$ cat src/mcl_pkg.sv
// Constants and types for the media converter loopback and status block.
// Assumes one 125 MHz system clock and an 8-bit register port.
package mcl_pkg;
    localparam int          CLK_MHZ      = 125;
    localparam int          LOOP_TMO_US  = 100;
    localparam int          LOOP_TMO_CYC = LOOP_TMO_US * CLK_MHZ;
    localparam int          TMO_W        = 16;
    localparam logic [7:0]  A_LOOP_LOC   = 8'h0b;
    localparam logic [7:0]  A_MC_FIRST   = 8'h40;
    localparam logic [7:0]  A_MC_LAST    = 8'h5f;
    localparam logic [7:0]  A_CNT_CRC    = 8'h48;
    localparam logic [7:0]  A_CNT_TMO    = 8'h49;
    localparam logic [7:0]  A_CNT_GOOD   = 8'h4a;
    localparam logic [7:0]  A_CNT_TX     = 8'h4b;
    localparam logic [7:0]  A_CNT_RX     = 8'h4c;
    localparam logic [7:0]  A_LSTAT_LO   = 8'h4d;
    localparam logic [7:0]  A_LSTAT_HI   = 8'h4e;
    localparam logic [7:0]  A_PSTAT_LO   = 8'h4f;
    localparam logic [7:0]  A_PSTAT_HI   = 8'h50;
    localparam logic [7:0]  A_LID_FIRST  = 8'h51;
    localparam logic [7:0]  A_LID_LAST   = 8'h56;
    localparam logic [7:0]  A_PID_FIRST  = 8'h57;
    localparam logic [7:0]  A_PID_LAST   = 8'h5c;
    localparam logic [7:0]  A_IRQ_STAT   = 8'h5d;
    localparam logic [7:0]  A_IRQ_MASK   = 8'h5e;
    localparam logic [7:0]  RST_BYTE     = 8'h00;
    localparam int          LOC_LSB      = 2;
    localparam logic [1:0]  LOC_STRAP    = 2'b00;
    localparam logic [1:0]  LOC_P1       = 2'b01;
    localparam logic [1:0]  LOC_P2MAC    = 2'b10;
    localparam logic [1:0]  LOC_P2LINE   = 2'b11;
    localparam int          S_PWR        = 0;
    localparam int          S_OPT        = 1;
    localparam int          S_UTP        = 2;
    localparam int          S_MC         = 3;
    localparam int          S_LOOP       = 5;
    localparam int          S_TERM       = 6;
    localparam int          IRQ_LSTART   = 0;
    localparam int          IRQ_LSTOP    = 1;
    localparam int          IRQ_IND      = 2;
    localparam int          IRQ_TMO      = 3;
    typedef enum logic [1:0] {
        MCL_NORMAL   = 2'b00,
        MCL_CENTER   = 2'b01,
        MCL_TERM_NO3 = 2'b10,
        MCL_TERM_P3  = 2'b11
    } mcl_mode_t;
    typedef enum logic [1:0] {
        MCL_PATH_OFF  = 2'b00,
        MCL_PATH_P1   = 2'b01,
        MCL_PATH_MAC  = 2'b10,
        MCL_PATH_LINE = 2'b11
    } mcl_path_t;
endpackage

$ cat src/mcl_loopback_status.sv
// Terminal side loopback steering, fault pin and indication requests.
// Assumes OAM framing lives outside; streams are byte wide, one clock.
`timescale 1ns/10ps
// Notes on behaviour
// Optical loop turns fiber frames at port 1
// MAC loop turns fiber frames at port 2 MAC
// Line loop turns fiber frames at port 2 PHY
// Returned frames always leave on fiber transmit
// Thirty-two converter registers at 0x40 to 0x5F
// Count CRC errors, timeouts, good loop frames
// Count OAM frames; show status, vendor, model
// Two mode pins pick center or terminal
// Mode pair decodes normal, center, two terminal
// Center side starts and stops each loop
// Power-down fall requests indication, S0 set
// Fault pin low on fault, partner down, loop
// Filter strap high drops errored and OAM frames
// Filter strap low drops only OAM frames
// Location strap picks port 1 or port 2
// Missing link strap enables that feature
// Diagnostic change requests indication, S3 follows pin
// S0 is one during power down
// Straps caught once after reset release
module mcl_loopback_status #(
    parameter int          LOOP_TMO_CYC = mcl_pkg::LOOP_TMO_CYC,
    parameter logic [23:0] VENDOR_CODE  = 24'h3c5a01, // Arbitrary value
    parameter logic [23:0] MODEL_NUM    = 24'h000a10  // Arbitrary value
)(
    input  wire logic        i_sys_clk,
    input  wire logic        i_srst,
    input  wire logic [7:0]  i_reg_addr,
    input  wire logic [7:0]  i_reg_wdata,
    input  wire logic        i_reg_wr,
    input  wire logic        i_reg_rd,
    output logic      [7:0]  o_reg_rdata,
    output logic             o_irq,
    input  wire logic        i_mc_mode_sel_hi,
    input  wire logic        i_mc_mode_sel_lo,
    input  wire logic        i_loop_err_filter_strap,
    input  wire logic        i_loop_location_strap,
    input  wire logic        i_missing_link_strap,
    input  wire logic        i_power_down_detect_n,
    input  wire logic        i_diag_fail_in,
    input  wire logic        i_far_end_fault,
    input  wire logic        i_partner_fiber_down,
    input  wire logic        i_partner_copper_down,
    input  wire logic        i_utp_link_down,
    input  wire logic        i_loop_start,
    input  wire logic        i_loop_stop,
    input  wire logic        i_oam_tx_done,
    input  wire logic        i_oam_rx_ok,
    input  wire logic [15:0] i_partner_status,
    input  wire logic [47:0] i_partner_id,
    output logic             o_ind_req,
    output logic      [15:0] o_ind_status,
    output logic             o_fiber_fault_ind_n,
    output logic      [1:0]  o_mc_mode,
    output logic             o_port3_en,
    output logic             o_missing_link_en,
    output logic             o_loop_active,
    input  wire logic [7:0]  i_fiber_rx_pair_data,
    input  wire logic        i_fiber_rx_pair_vld,
    input  wire logic        i_fiber_rx_pair_sop,
    input  wire logic        i_fiber_rx_pair_eop,
    input  wire logic        i_fiber_rx_pair_crc_err,
    input  wire logic        i_fiber_rx_pair_len_err,
    input  wire logic        i_fiber_rx_pair_oam,
    input  wire logic [7:0]  i_p2_ret_data,
    input  wire logic        i_p2_ret_vld,
    input  wire logic        i_p2_ret_sop,
    input  wire logic        i_p2_ret_eop,
    input  wire logic [7:0]  i_sw_tx_data,
    input  wire logic        i_sw_tx_vld,
    input  wire logic        i_sw_tx_sop,
    input  wire logic        i_sw_tx_eop,
    output logic      [7:0]  o_fiber_tx_pair_data,
    output logic             o_fiber_tx_pair_vld,
    output logic             o_fiber_tx_pair_sop,
    output logic             o_fiber_tx_pair_eop,
    output logic             o_fiber_tx_pair_drop,
    output logic      [7:0]  o_p2_loop_data,
    output logic             o_p2_loop_vld,
    output logic             o_p2_loop_sop,
    output logic             o_p2_loop_eop,
    output logic             o_p2_loop_drop,
    output logic      [1:0]  o_p2_loop_sel
);
    function automatic logic in_range(input logic [7:0] a, input logic [7:0] lo, input logic [7:0] hi);
        in_range = (a >= lo) && (a <= hi);
    endfunction

    function automatic logic [7:0] id_byte(input logic [47:0] v, input logic [7:0] off);
        id_byte = v[off[2:0] * 8 +: 8];
    endfunction

    // Strap capture group
    logic                straps_done_r, straps_done_nxt;
    mcl_pkg::mcl_mode_t  mode_r, mode_nxt;
    logic                filt_r, filt_nxt;
    logic                loc_r, loc_nxt;
    logic                ml_r, ml_nxt;
    logic                is_term;

    // Straps sampled on first edge out of reset
    always_comb
    begin
        straps_done_nxt = 1'b1;
        mode_nxt = mode_r;
        filt_nxt = filt_r;
        loc_nxt = loc_r;
        ml_nxt = ml_r;
        if (!straps_done_r)
        begin
            mode_nxt = mcl_pkg::mcl_mode_t'({i_mc_mode_sel_hi, i_mc_mode_sel_lo});
            filt_nxt = i_loop_err_filter_strap;
            loc_nxt  = i_loop_location_strap;
            ml_nxt   = i_missing_link_strap;
        end
    end

    always_ff @(posedge i_sys_clk)
    begin
        if (i_srst)
        begin
            straps_done_r <= 1'b0;
            mode_r <= mcl_pkg::MCL_NORMAL;
            filt_r <= 1'b0;
            loc_r <= 1'b0;
            ml_r <= 1'b0;
        end
        else
        begin
            straps_done_r <= straps_done_nxt;
            mode_r <= mode_nxt;
            filt_r <= filt_nxt;
            loc_r <= loc_nxt;
            ml_r <= ml_nxt;
        end
    end

    assign is_term           = (mode_r == mcl_pkg::MCL_TERM_NO3) || (mode_r == mcl_pkg::MCL_TERM_P3);
    assign o_mc_mode         = mode_r;
    assign o_port3_en        = (mode_r != mcl_pkg::MCL_TERM_NO3);
    assign o_missing_link_en = is_term && ml_r;

    // Main state group
    logic [7:0]                 regs_r [32];
    logic [7:0]                 regs_nxt [32];
    logic [7:0]                 loc_reg_r, loc_reg_nxt;
    logic [7:0]                 cnt_crc_r, cnt_crc_nxt, cnt_tmo_r, cnt_tmo_nxt, cnt_good_r, cnt_good_nxt;
    logic [7:0]                 cnt_tx_r, cnt_tx_nxt, cnt_rx_r, cnt_rx_nxt;
    logic [7:0]                 irq_r, irq_nxt, rdata_r, rdata_nxt;
    logic [mcl_pkg::TMO_W-1:0]  tmo_r, tmo_nxt;
    logic                       loop_r, loop_nxt, pdd_q_r, diag_q_r, ind_r, ind_nxt, fault_n_r, fault_n_nxt;
    logic [15:0]                stat_r, stat_now;
    logic [7:0]                 ftx_d_r, ftx_d_nxt, p2_d_r, p2_d_nxt;
    logic [3:0]                 ftx_c_r, ftx_c_nxt, p2_c_r, p2_c_nxt;
    logic [1:0]                 sel_r, sel_nxt;
    mcl_pkg::mcl_path_t         path;
    logic                       rx_pass, rx_drop;
    logic [7:0]                 rval;
    logic [7:0]                 mask;

    always_comb
    begin
        case (loc_reg_r[mcl_pkg::LOC_LSB +: 2])
            mcl_pkg::LOC_P1:     path = mcl_pkg::MCL_PATH_P1;
            mcl_pkg::LOC_P2MAC:  path = mcl_pkg::MCL_PATH_MAC;
            mcl_pkg::LOC_P2LINE: path = mcl_pkg::MCL_PATH_LINE;
            default:             path = loc_r ? mcl_pkg::MCL_PATH_P1 : mcl_pkg::MCL_PATH_MAC;
        endcase
    end

    assign mask = regs_r[mcl_pkg::A_IRQ_MASK[4:0]];

    always_comb
    begin
        stat_now                  = 16'h0000;
        stat_now[mcl_pkg::S_PWR]  = !i_power_down_detect_n;
        stat_now[mcl_pkg::S_OPT]  = i_far_end_fault;
        stat_now[mcl_pkg::S_UTP]  = i_utp_link_down;
        stat_now[mcl_pkg::S_MC]   = i_diag_fail_in;
        stat_now[mcl_pkg::S_LOOP] = loop_r;
        stat_now[mcl_pkg::S_TERM] = is_term;
    end

    // Counters and status overlay plain storage
    always_comb
    begin
        rval = mcl_pkg::RST_BYTE;
        if (i_reg_addr == mcl_pkg::A_LOOP_LOC)
            rval = loc_reg_r;
        else if (in_range(i_reg_addr, mcl_pkg::A_LID_FIRST, mcl_pkg::A_LID_LAST))
            rval = id_byte({MODEL_NUM, VENDOR_CODE}, i_reg_addr - mcl_pkg::A_LID_FIRST);
        else if (in_range(i_reg_addr, mcl_pkg::A_PID_FIRST, mcl_pkg::A_PID_LAST))
            rval = id_byte(i_partner_id, i_reg_addr - mcl_pkg::A_PID_FIRST);
        else if (in_range(i_reg_addr, mcl_pkg::A_MC_FIRST, mcl_pkg::A_MC_LAST))
        begin
            case (i_reg_addr)
                mcl_pkg::A_CNT_CRC:  rval = cnt_crc_r;
                mcl_pkg::A_CNT_TMO:  rval = cnt_tmo_r;
                mcl_pkg::A_CNT_GOOD: rval = cnt_good_r;
                mcl_pkg::A_CNT_TX:   rval = cnt_tx_r;
                mcl_pkg::A_CNT_RX:   rval = cnt_rx_r;
                mcl_pkg::A_LSTAT_LO: rval = stat_r[7:0];
                mcl_pkg::A_LSTAT_HI: rval = stat_r[15:8];
                mcl_pkg::A_PSTAT_LO: rval = i_partner_status[7:0];
                mcl_pkg::A_PSTAT_HI: rval = i_partner_status[15:8];
                mcl_pkg::A_IRQ_STAT: rval = irq_r;
                default:             rval = regs_r[i_reg_addr[4:0]];
            endcase
        end
    end

    assign rx_pass = loop_r && i_fiber_rx_pair_vld && !i_fiber_rx_pair_oam;
    assign rx_drop = filt_r && i_fiber_rx_pair_eop && (i_fiber_rx_pair_crc_err || i_fiber_rx_pair_len_err);

    always_comb
    begin
        regs_nxt = regs_r;
        loc_reg_nxt = loc_reg_r;
        cnt_crc_nxt = cnt_crc_r;
        cnt_tmo_nxt = cnt_tmo_r;
        cnt_good_nxt = cnt_good_r;
        cnt_tx_nxt = cnt_tx_r + 8'h01 * i_oam_tx_done;
        cnt_rx_nxt = cnt_rx_r + 8'h01 * i_oam_rx_ok;
        tmo_nxt = tmo_r;
        irq_nxt = irq_r;
        rdata_nxt = i_reg_rd ? rval : mcl_pkg::RST_BYTE;
        loop_nxt = loop_r;
        ftx_d_nxt = i_sw_tx_data;
        ftx_c_nxt = {i_sw_tx_vld, i_sw_tx_sop, i_sw_tx_eop, 1'b0};
        p2_d_nxt = i_fiber_rx_pair_data;
        p2_c_nxt = 4'h0;
        sel_nxt = mcl_pkg::MCL_PATH_OFF;
        if (i_reg_wr && in_range(i_reg_addr, mcl_pkg::A_MC_FIRST, mcl_pkg::A_MC_LAST))
            regs_nxt[i_reg_addr[4:0]] = i_reg_wdata;
        if (i_reg_wr && (i_reg_addr == mcl_pkg::A_LOOP_LOC))
            loc_reg_nxt = i_reg_wdata;
        // Center side owns the loop
        if (!is_term)
            loop_nxt = 1'b0;
        else if (i_loop_start)
            loop_nxt = 1'b1;
        else if (i_loop_stop)
            loop_nxt = 1'b0;
        // No buffer, so errored frames are marked at eop
        if (loop_r)
        begin
            if (path == mcl_pkg::MCL_PATH_P1)
            begin
                ftx_d_nxt = i_fiber_rx_pair_data;
                ftx_c_nxt = {rx_pass, i_fiber_rx_pair_sop, i_fiber_rx_pair_eop, rx_drop};
            end
            else
            begin
                sel_nxt   = path;
                p2_c_nxt  = {rx_pass, i_fiber_rx_pair_sop, i_fiber_rx_pair_eop, rx_drop};
                ftx_d_nxt = i_p2_ret_data;
                ftx_c_nxt = {i_p2_ret_vld, i_p2_ret_sop, i_p2_ret_eop, 1'b0};
                if (rx_pass && i_fiber_rx_pair_eop && !rx_drop)
                    tmo_nxt = LOOP_TMO_CYC[mcl_pkg::TMO_W-1:0];
            end
            if (rx_pass && i_fiber_rx_pair_eop)
            begin
                if (i_fiber_rx_pair_crc_err)
                    cnt_crc_nxt = cnt_crc_r + 8'h01;
                else if (!i_fiber_rx_pair_len_err)
                    cnt_good_nxt = cnt_good_r + 8'h01;
            end
        end
        else
            tmo_nxt = '0;
        // Return before expiry stops the timer
        if (i_p2_ret_vld && i_p2_ret_eop && (tmo_r != '0))
            tmo_nxt = '0;
        else if (tmo_r != '0 && tmo_nxt == tmo_r)
            tmo_nxt = tmo_r - 1'b1;
        if (i_reg_rd && (i_reg_addr == mcl_pkg::A_IRQ_STAT))
            irq_nxt = mcl_pkg::RST_BYTE;
        if (tmo_nxt == '0 && tmo_r == 1'b1)
        begin
            cnt_tmo_nxt                = cnt_tmo_r + 8'h01;
            irq_nxt[mcl_pkg::IRQ_TMO]  = 1'b1;
        end
        irq_nxt[mcl_pkg::IRQ_LSTART] = irq_nxt[mcl_pkg::IRQ_LSTART] | (loop_nxt && !loop_r);
        irq_nxt[mcl_pkg::IRQ_LSTOP]  = irq_nxt[mcl_pkg::IRQ_LSTOP] | (!loop_nxt && loop_r);
        irq_nxt[mcl_pkg::IRQ_IND]    = irq_nxt[mcl_pkg::IRQ_IND] | ind_nxt;
    end

    assign ind_nxt     = is_term && ((pdd_q_r && !i_power_down_detect_n) || (diag_q_r != i_diag_fail_in));
    assign fault_n_nxt = !(i_far_end_fault || i_partner_fiber_down || i_partner_copper_down || loop_r);

    always_ff @(posedge i_sys_clk)
    begin
        if (i_srst)
        begin
            for (int i = 0; i < 32; i++)
                regs_r[i] <= '0;
            loc_reg_r <= '0;
            cnt_crc_r <= '0;
            cnt_tmo_r <= '0;
            cnt_good_r <= '0;
            cnt_tx_r <= '0;
            cnt_rx_r <= '0;
            irq_r <= '0;
            rdata_r <= '0;
            tmo_r <= '0;
            loop_r <= 1'b0;
            pdd_q_r <= 1'b1;
            diag_q_r <= 1'b0;
            ind_r <= 1'b0;
            stat_r <= '0;
            fault_n_r <= 1'b1;
            ftx_d_r <= '0;
            ftx_c_r <= '0;
            p2_d_r <= '0;
            p2_c_r <= '0;
            sel_r <= mcl_pkg::MCL_PATH_OFF;
        end
        else
        begin
            regs_r <= regs_nxt;
            loc_reg_r <= loc_reg_nxt;
            cnt_crc_r <= cnt_crc_nxt;
            cnt_tmo_r <= cnt_tmo_nxt;
            cnt_good_r <= cnt_good_nxt;
            cnt_tx_r <= cnt_tx_nxt;
            cnt_rx_r <= cnt_rx_nxt;
            irq_r <= irq_nxt;
            rdata_r <= rdata_nxt;
            tmo_r <= tmo_nxt;
            loop_r <= loop_nxt;
            pdd_q_r <= i_power_down_detect_n;
            diag_q_r <= i_diag_fail_in;
            ind_r <= ind_nxt;
            stat_r <= stat_now;
            fault_n_r <= fault_n_nxt;
            ftx_d_r <= ftx_d_nxt;
            ftx_c_r <= ftx_c_nxt;
            p2_d_r <= p2_d_nxt;
            p2_c_r <= p2_c_nxt;
            sel_r <= sel_nxt;
        end
    end

    assign o_reg_rdata = rdata_r;
    assign o_irq = |(irq_r & mask);
    assign o_ind_req = ind_r;
    assign o_ind_status = stat_r;
    assign o_fiber_fault_ind_n = fault_n_r;
    assign o_loop_active = loop_r;
    assign o_fiber_tx_pair_data = ftx_d_r;
    assign {o_fiber_tx_pair_vld, o_fiber_tx_pair_sop, o_fiber_tx_pair_eop, o_fiber_tx_pair_drop} = ftx_c_r;
    assign o_p2_loop_data = p2_d_r;
    assign {o_p2_loop_vld, o_p2_loop_sop, o_p2_loop_eop, o_p2_loop_drop} = p2_c_r;
    assign o_p2_loop_sel = sel_r;
endmodule

$ cat config.mk
export PLATFORM = sky130hd
export DESIGN_NAME = mcl_loopback_status
export DESIGN_NICKNAME = d
export VERILOG_FILES = /design/src/mcl_pkg.sv /design/src/mcl_loopback_status.sv
export SDC_FILE = /design/constraint.sdc
export NUM_CORES = 1
export LEC_CHECK = 0
export ABC_AREA = 1
export ABC_CLOCK_PERIOD_IN_PS = 2400
export BUFFER_PORTS_ARGS = -buffer_cell sky130_fd_sc_hd__buf_2
export CORE_MARGIN = 2
export CORE_UTILIZATION = 59
export CTS_CLUSTER_DIAMETER = 50
export DETAILED_ROUTE_END_ITERATION = 6
export HOLD_SLACK_MARGIN = 0.08
export PLACE_DENSITY_LB_ADDON = 0.2
export SLEW_MARGIN = 20
export SYNTH_ARGS = -nofsm -noshare
export SYNTH_HDL_FRONTEND = slang
export SYNTH_SLANG_ARGS = --single-unit
export TNS_END_PERCENT = 5
$ cat constraint.sdc
create_clock -name i_sys_clk -period 2.4 [get_ports i_sys_clk]
set_clock_uncertainty 0.2 [all_clocks]
set_input_delay 0 -clock i_sys_clk [delete_from_list [all_inputs] [get_ports i_sys_clk]]
set_output_delay 0 -clock i_sys_clk [all_outputs]
set_load 0.02 [all_outputs]
; ---- Word level (Yosys, flattened, before mapping)
; Index checks and enable logic that the tools add are counted.
[word_totals]
reg_bits = 385
input_bits = 135
output_inout_bits = 58
elab_cells = 180
[op_classes]
add_sub_neg = 8
n_lt_le_gt_ge = 8
n_eq_ne = 21
n_shift = 2
mux = 28
n_bitwise = 10
reduce_logical = 43
[op_table]
columns = op, count
row1 = bitwise mux 256 bit, 1
row2 = equality test 8 x 7 -> 1 bit (second input constant), 10
row3 = 2-to-1 mux 16 bit, 5
row4 = case mux 8 bit (10 select lines), 1
row5 = 2-to-1 mux 8 bit, 9
row6 = indexed part select 48 x 7 -> 8 bit, 1
row7 = indexed part select 48 x 7 -> 8 bit (first input constant), 1
row8 = binary-select mux 8 bit (select 5 bit), 1
row9 = demux 8 bit (select 5 bit), 1
row10 = adder 8 x 1 -> 8 bit (second input constant), 3
row11 = greater-or-equal comparator 8 x 7 -> 1 bit (second input constant), 3
row12 = less-or-equal comparator 8 x 7 -> 1 bit (second input constant), 3
row13 = logical AND 1 bit, 22
row14 = adder 8 x 1 -> 8 bit, 2
row15 = equality test 16 x 1 -> 1 bit (second input constant), 1
row16 = equality test 16 bit, 1
row17 = zero test 16 bit, 1
row18 = nonzero test 16 bit, 1
row19 = subtractor 16 x 1 -> 16 bit (second input constant), 1
row20 = 2-to-1 mux 4 bit, 3
row21 = bitwise AND 4 x 8 -> 8 bit, 1
row22 = equality test 2 bit (second input constant), 4
row23 = equality test 8 x 4 -> 1 bit (second input constant), 1
row24 = OR reduction 8 bit, 1
row25 = other kinds (20), 42

; ---- Longest topological paths before layout
; Gate-level depths: netlist (run 1).
[logic_depth]
ltp_word = 14
ltp_mapped = 17
ltp_nobuf = 16

; ---- Worst setup path after synthesis (run 1)
; Ideal clock, no wire load.
[synth_path]
kind = input to register
startpoint = input port i_reg_addr[1]
endpoint = register rdata_r[7], in the netlist o_reg_rdata[7]
setup_time_ps = 70
arrival_ps = 1925
required_time_ps = 2130
setup_slack_ps = 206
cell_stages = 14
path_buffers = 4
cell_sequence = inv_1 -> buf_2 -> buf_1 -> ha_1 -> buf_4 -> inv_1 -> nor2_1 -> nand4_1 -> nand2_1 -> buf_2 -> inv_1 -> nor2_1 -> nand2_1 -> a21oi_1
[synth_between]
elab_chain_len = 9
word_cells_on_any_way = 33
cone_classes = add/sub (2) / order compare (6) / eq/ne (11) / shift (2) / mux (8) / bitwise (1) / reduce/logical (3)
[synth_rtl]
columns = element, line_no
row1 = from (decl), mcl_loopback_status.sv:31  ; input wire logic [7:0] i_reg_addr,
row2 = inverter 5 -> 6 bit (not written as such), mcl_loopback_status.sv:210  ; default: rval = regs_r[i_reg_addr[4:0]];
row3 = binary-select mux 8 bit (select 5 bit), mcl_loopback_status.sv:210
row4 = 2-to-1 mux 8 bit (not written as such) (2 in series), mcl_loopback_status.sv:210
row5 = case mux 8 bit (10 select lines), mcl_loopback_status.sv:199  ; case (i_reg_addr)
row6 = 2-to-1 mux 8 bit, mcl_loopback_status.sv:197  ; else if (in_range(i_reg_addr, mcl_pkg::A_MC_FIRST, mcl_pkg::A_MC_LAST))
row7 = 2-to-1 mux 8 bit, mcl_loopback_status.sv:195  ; else if (in_range(i_reg_addr, mcl_pkg::A_PID_FIRST, mcl_pkg::A_PID_LAST))
row8 = 2-to-1 mux 8 bit, mcl_loopback_status.sv:193  ; else if (in_range(i_reg_addr, mcl_pkg::A_LID_FIRST, mcl_pkg::A_LID_LAST))
row9 = 2-to-1 mux 8 bit *, mcl_loopback_status.sv:191  ; if (i_reg_addr == mcl_pkg::A_LOOP_LOC)
row10 = to (signal assigned), mcl_loopback_status.sv:331  ; rdata_r <= rdata_nxt;
row11 = to (decl), mcl_loopback_status.sv:152  ; logic [7:0] irq_r, irq_nxt, rdata_r, rdata_nxt;
; Every way passes the cells marked *; elsewhere a longest branch is shown, timed or not. The select of a mux whose other input is x is not followed.
; A chain may end at the register's enable or synchronous reset.

; ---- Worst setup path in the final report (run 1)
[layout_path]
startpoint = register loop_r, in the netlist o_loop_active
endpoint = register cnt_good_r[1]
[layout_between]
elab_chain_len = 4
[layout_rtl]
columns = element, line_no
row1 = from (decl), mcl_loopback_status.sv:154  ; logic loop_r, loop_nxt, pdd_q_r, diag_q_r, ind_r, ind_nxt, fault_n_r, fault_n_nxt;
row2 = from (signal assigned), mcl_loopback_status.sv:333  ; loop_r <= loop_nxt;
row3 = logical AND 1 bit (2 in series), mcl_loopback_status.sv:215  ; assign rx_pass = loop_r && i_fiber_rx_pair_vld && !i_fiber_rx_pair_oam;
row4 = logical AND 1 bit, mcl_loopback_status.sv:264  ; if (rx_pass && i_fiber_rx_pair_eop)
row5 = AND reduction 4 bit (no source line) *, n/a
row6 = to (signal assigned), mcl_loopback_status.sv:327  ; cnt_good_r <= cnt_good_nxt;
row7 = to (decl), mcl_loopback_status.sv:150  ; logic [7:0] cnt_crc_r, cnt_crc_nxt, cnt_tmo_r, cnt_tmo_nxt, cnt_good_r, cnt_good_nxt;
; Every way passes the cells marked *; elsewhere a longest branch is shown, timed or not.

==> run summary, run 1 <==
status -> finished, final reports clean
Cells after Synth -> 2492
vias after detailed routing -> 18644
DRT antenna net count -> 0
Slew @ Worst Pin -> 0.7500 ns
vias in the first global route -> 17584
final slew viol count -> 0
first-pass GRT wire length -> 92.50 mm
Critical-path top delay cell -> dlygate4sd3_1
Finish-stage setup viols -> 0
crit-path max FO -> 4
Worst EP arrival -> 2.61 ns
clock-pin slew on the worst setup and hold paths -> 0.06 ns
period utilization -> 96.83%
die area -> 31470 um^2
min Tclk post-route -> 2.324 ns
power per cell area -> 764.2 nW/um^2
layout cell share with drive strength beyond 1 -> 14.61%
Synth Area per Inst -> 7.120 um^2
unrepaired setup endpoints after global routing -> yes
Largest regs -> regs_r x248, tmo_r x16
detailed placement HPWL -> 35.85 mm
library cells used by synthesis -> 48
Max Clk Rate -> 430.3 MHz
most frequent cell after synthesis -> nand2_1
num rows -> 63
max-cap viol count -> 0
GRT overflow -> 0
H-Tree Depth -> 2
number of flip-flops in the largest register -> 248
Seq/Total Area, Yosys -> 42.20%
I/O pin cnt -> 193
Post-synth EDFFs -> 0
Slew headroom -> 49.94%
Post-Layout Cell Count -> 3164
CTS sink cnt -> 374
Synth top cells by count -> nand2_1 (592), dfxtp_1 (374), a21oi_1 (303)
CTS Buf Count -> 41
P_leak -> 0.009004 uW
warnings from Yosys -> 0
CTS tree -> done
largest area contributor in the netlist -> dfxtp_1
routed len/inst -> 18.75 um
Post-synth ARST share -> 0%
data required time of the critical path -> 2.68 ns
Crit. End Element -> register
Die Ht -> 177.4 um
Area Overhead vs Synth -> 21.78%
core footprint -> 29640 um^2
ranking of synthesized cells by area -> dfxtp_1 (42%), nand2_1 (13%), a21oi_1 (8.5%), o21ai_0 (7.4%), nand3_1 (5.5%)
max incr delay on CP -> 0.60 ns
Fin Hold WS -> 0.09866 ns
Iter 0 DRT Violations -> 1925
largest net degree at the start of global routing -> 99
GPL Wtd Cong -> 0.9217
drt pass-1 iters -> 5
root buf cell -> clkbuf_16
Fill cells -> 2348
Cell Area, Synth -> 17740 um^2
CP Class -> reg2reg
Post-Route Utilization -> 72.90%
Die W -> 177.4 um
final wirelength -> 59.34 mm
initial core utilization -> 59.86%
Max IR drop VDD -> 632.5 uV
top cell type's share of synthesized area -> 42.20%
largest register by flop count -> regs_r
initial antenna violation count -> 1
flops & latches, synth -> 374
Hold Vio Cnt, Final -> 0
PortBufs -> 182
# DRC -> 0
register-to-register setup slack -> 0.08 ns
dpl cells -> 2945
post-DR vias/cell -> 5.893
worst skew pair latency -> 0.54 ns
worst path buffer plus inverter count -> 3
crit-path leading delay family -> buffers and inverters
startpoint types -> register
Critical Path, Cell by Cell -> nand4_1, inv_2, a21oi_1, dlygate4sd3_1, nor2_1, dlygate4sd3_1
Max clock buf depth -> 3
HP Class -> in2reg
Post-layout nets -> 2895
aggregate global-route resource usage -> 36.70%
most used cell, CP -> dlygate4sd3_1
prevailing post-synth register cell -> dfxtp_1
## final timing paths
check	from	to	cells past startpoint
max	o_loop_active	cnt_good_r[1]	6
min	i_mc_mode_sel_lo	o_mc_mode[0]	4
max reg2reg	o_loop_active	cnt_good_r[1]	6
min reg2reg	loc_r	loc_r	2
## routing by layer
layer	wire, um	GRT usage, %	share of wire [%]	up-vias
met1	23180	45.38	39	8633
met2	28800	63.11	49	969
met5	0	0	0	-
met3	4769	5.977	8.0	211
li1	-	-	-	8831
met4	2589	15.61	4.4	0
## through the flow
step / setup TNS, ns / area, um^2 / power (uW) / setup WS [ns]
2_1_floorplan: 0 / 17780 / 9209 / 0.2057
3_5_place_dp: 0 / 18800 / 10020 / 0.2146
5_1_grt: -0.2126 / 21610 / 17160 / -0.1032
6_report: 0 / 21610 / 16510 / 0.07598
4_1_cts: 0 / 21590 / 16430 / 0.09691
3_3_place_gp: 0 / 18800 / 9986 / 0.2084
## layout make-up
cell class                 count  area [um^2]  share of cell area [%]
clock inverter                12        130.1                  0.6022
clock buffer                  61         1214                   5.617
timing repair buffer         375         2841                   13.15
multi-input combinational   1823         8939                   41.37
sequential                   374         7488                   34.66
inverter                     128        504.2                   2.334
antenna                        1        2.502                 0.01158
tap                          390        488.0                   2.258
## power by group
| part | internal [uW] | leakage, uW | switching [uW] |
|---|---|---|---|
| Clock | 3730 | 0.000660 | 2590 |
| Combinational | 1270 | 0.00532 | 2370 |
| Sequential | 6380 | 0.00302 | 171 |
| Total | 11400 | 0.00900 | 5140 |
## worst min-delay path, delay by kind of cell
kind            cells  cell delay (ns)
buf+inv             2             0.63
compound gates      1             0.06
simple gates        1             0.10
## repair_timing
action / in CTS / in global routing
resized for setup: 0 / 6
endpoints found under the hold margin: 360 / 0
hold buffers: 145 / 0
setup endpoints to repair: 0 / 19
setup buffers: 0 / 0
## cells by family after synthesis
kind of cell / synth area share, %
flip-flops: 42.20
AO/OA/AOI/OAI: 20.33
adder cells (fa/ha/maj): 1.199
XOR/XNOR: 0.8393
AND/OR/NAND/NOR: 27.33
multiplexers: 0.4514
other: 0.02114
buffers and inverters: 7.630
## layout by cell type, fill, tap and decap left out, types with 4 or more instances in the layout
cell type / count
dlygate4sd3_1: 145
buf_2: 181
dfxtp_1: 373
a211oi_2: 4
xor2_1: 8
buf_12: 9
clkbuf_16: 43
inv_1: 95
a211oi_1: 13
o211ai_1: 4
nor2_2: 18
buf_4: 39
mux2i_1: 8
o22ai_1: 8
nand3_1: 195
nor3_1: 17
inv_4: 6
clkbuf_8: 7
nor2_1: 169
nand2_2: 11
nor2_4: 32
nand4_1: 24
a21oi_1: 303
o21ai_0: 261
nor4_1: 9
clkinv_2: 5
nand2_4: 5
clkbuf_1: 11
inv_2: 23
ha_1: 17
conb_1: 10
xnor2_1: 9
a31oi_1: 11
nand2_1: 592
o21ai_1: 68
(Power assumes the default switching activity.)
==> run 2: changes to the inputs <==
Settings changed: CORE_UTILIZATION 59 to 50.
==> run 2 against run 1 <==
Compared with the run above: cell area grew 1.8%; critical path depth grew 1; cell count grew 2.8%; non-clock buffer count grew 17; first-iteration DRC count shrank 20%; largest cell class unchanged; register-to-register slack is essentially flat; flip-flop and latch count is the same; global-route usage shrank 5.1 points; sequential power is essentially flat; count of clock-buffer cells in the layout shrank 2; clock power grew 8.2%; total power grew 3.4%.
==> run summary, run 2 (synthesis gave the netlist of run 1 again) <==
status -> finished, final reports clean
Max clock buf depth -> 3
root buf cell -> clkbuf_16
DRT antenna net count -> 0
Max Clk Rate -> 430.2 MHz
core footprint -> 34710 um^2
GRT overflow -> 0
P_int -> 11820 uW
GPL Wtd Cong -> 0.9534
aggregate global-route resource usage -> 31.55%
Combinational Power Share -> 21.6%
origin of the critical flop-to-flop path -> loc_r
worst path buffer plus inverter count -> 3
Largest regs -> regs_r x248, tmo_r x16
max-cap viol count -> 0
setup_tns -> 0 ns
Reg area -> 7488 um^2
post-DR vias/cell -> 5.629
die area -> 37010 um^2
drt pass-1 iters -> 6
register-to-register setup slack -> 0.08 ns
Die Ht -> 192.4 um
H-Tree Depth -> 2
HP Class -> in2reg
dpl ws -> 0.1616 ns
Slew @ Worst Pin -> 0.6318 ns
Max IR drop VDD -> 704.3 uV
Area Overhead vs Synth -> 24.03%
Worst EP arrival -> 2.61 ns
Switch Pwr -> 5261 uW
Multi-input gate area -> 8940 um^2
max incr delay on CP -> 0.56 ns
Critical Path, Cell by Cell -> o21ai_1, buf_4, clkinvlp_4, o21ai_0, o21ai_0, a21oi_1, dlygate4sd3_1
Fill cells -> 2961
crit-path max FO -> 11
Crit. End Element -> register
Hold Crit Start -> i_oam_tx_done
Die W -> 192.4 um
# DRC -> 0
Fin Hold WS -> 0.1212 ns
detailed placement HPWL -> 36.18 mm
num rows -> 68
startpoint types -> register
min Tclk post-route -> 2.324 ns
unrepaired setup endpoints after global routing -> yes
power share of the sequential group -> 38.4%
Slew headroom -> 57.74%
PortBufs -> 182
vias after detailed routing -> 18306
CP Class -> reg2reg
I/O pin cnt -> 193
hold depth -> 5
Critical-path top delay cell -> dlygate4sd3_1
Post-layout nets -> 2914
vias in the first global route -> 17739
data required time of the critical path -> 2.69 ns
Clock power frac -> 40.0%
CTS tree -> done
hold endpoint -> cnt_tx_r[0]
Reg2Reg Depth -> 7
CTS Buf Count -> 43
most common cell after layout, fill and taps aside -> nand2_1
routed len/inst -> 18.33 um
largest register by flop count -> regs_r
crit-path leading delay family -> buffers and inverters
worst skew pair latency -> 0.55 ns
final wirelength -> 59.61 mm
final slew viol count -> 0
sw frac -> 30.80%
P_leak -> 0.009176 uW
power per cell area -> 776.2 nW/um^2
number of flip-flops in the largest register -> 248
Iter 0 DRT Violations -> 1549
largest net degree at the start of global routing -> 76
initial core utilization -> 51.11%
most frequent cells in the layout -> nand2_1 (592), dfxtp_1 (373), a21oi_1 (303)
first-pass GRT wire length -> 93.21 mm
period utilization -> 96.85%
most used cell, CP -> o21ai_0
PnR worst setup slack -> 0.07568 ns
Finish-stage setup viols -> 0
initial antenna violation count -> 0
clock-pin slew on the worst setup and hold paths -> 0.06 ns
layout cell share with drive strength beyond 1 -> 15.13%
CTS sink cnt -> 374
Hold Vio Cnt, Final -> 0
Post-Route Utilization -> 63.39%
Worst R2R End -> ftx_c_r[3]
run 2: changes by cell type in the layout (fill, tap and decap cells not counted), moves of 2 or more:
cell and delta:
dlygate4sd3_1 +10, clkbuf_1 -6, clkinv_2 +6, buf_4 +5
bufinv_16 +2, clkbuf_16 +2, clkbuf_8 +2, inv_2 -2
inv_6 -2, nor2_1 -2, nor2_2 +2
run 2: what timing repair did:
action / in CTS / in global routing
setup buffers: 0 / 3
endpoints found under the hold margin: 373 / 0
endpoints found under the setup margin: 0 / 12
hold buffers: 156 / 0
gates resized for setup: 0 / 11
run 2: how the worst max path moves through the flow:
| stage | start | endpoint | slack, ns | cells after the start |
|---|---|---|---|---|
| 6_report | loc_r | ftx_c_r[3] | 0.08 | 7 |
| 5_1_grt | loc_r | ftx_c_r[3] | -0.02 | 7 |
| 4_1_cts | i_reg_addr[0] | o_reg_rdata[7] | 0.03 | 11 |
| 3_5_place_dp | i_reg_addr[1] | o_reg_rdata[7] | 0.16 | 13 |
| 3_3_place_gp | i_reg_addr[1] | o_reg_rdata[6] | 0.19 | 13 |
| 2_1_floorplan | i_reg_addr[1] | o_reg_rdata[7] | 0.21 | 14 |
run 2: metrics by stage:
| stage | power [uW] | cell area, um^2 | cells |
|---|---|---|---|
| floorplan | 9209 | 17780 | 2501 |
| global placement | 9976 | 18890 | 3013 |
| detailed placement | 10030 | 18890 | 3013 |
| CTS | 17030 | 21950 | 3248 |
| global route | 17760 | 22000 | 3251 |
| finish | 17080 | 22000 | 3252 |
run 2: layout make-up:
class | instances | area share [%]
diodes | 1 | 0.01137
clock buffers | 59 | 5.766
repair buffers | 392 | 13.64
well taps | 455 | 2.587
clock inverters | 20 | 1.035
inverters | 128 | 2.309
flip-flops and latches | 374 | 34.03
multi-input cells | 1823 | 40.63
run 2: worst register-to-register path, delay by kind of cell, from the launching register on:
family / cells / cell delay (ns)
buffers and inverters: 3 / 1.03
AOI/OAI and AO/OA: 4 / 0.73
DFF: 1 / 0.32
run 2: power groups by stage:
stage	Clock, uW	Sequential, uW	Combinational [uW]
global route	7170	6570	4020
finish	6840	6550	3690
detailed placement	0	6680	3360
floorplan	0	6660	2550
global placement	0	6670	3300
CTS	6900	6540	3590
run 2: routing by layer:
layer | part of all wire (%) | vias up | wire, um | track usage [%]
met2 | 48 | 774 | 28370 | 53.14
met4 | 3.6 | 0 | 2156 | 12.77
met5 | 0 | - | 0 | 0
met1 | 42 | 8505 | 24920 | 40.42
met3 | 7.0 | 153 | 4161 | 4.801
li1 | - | 8874 | - | -
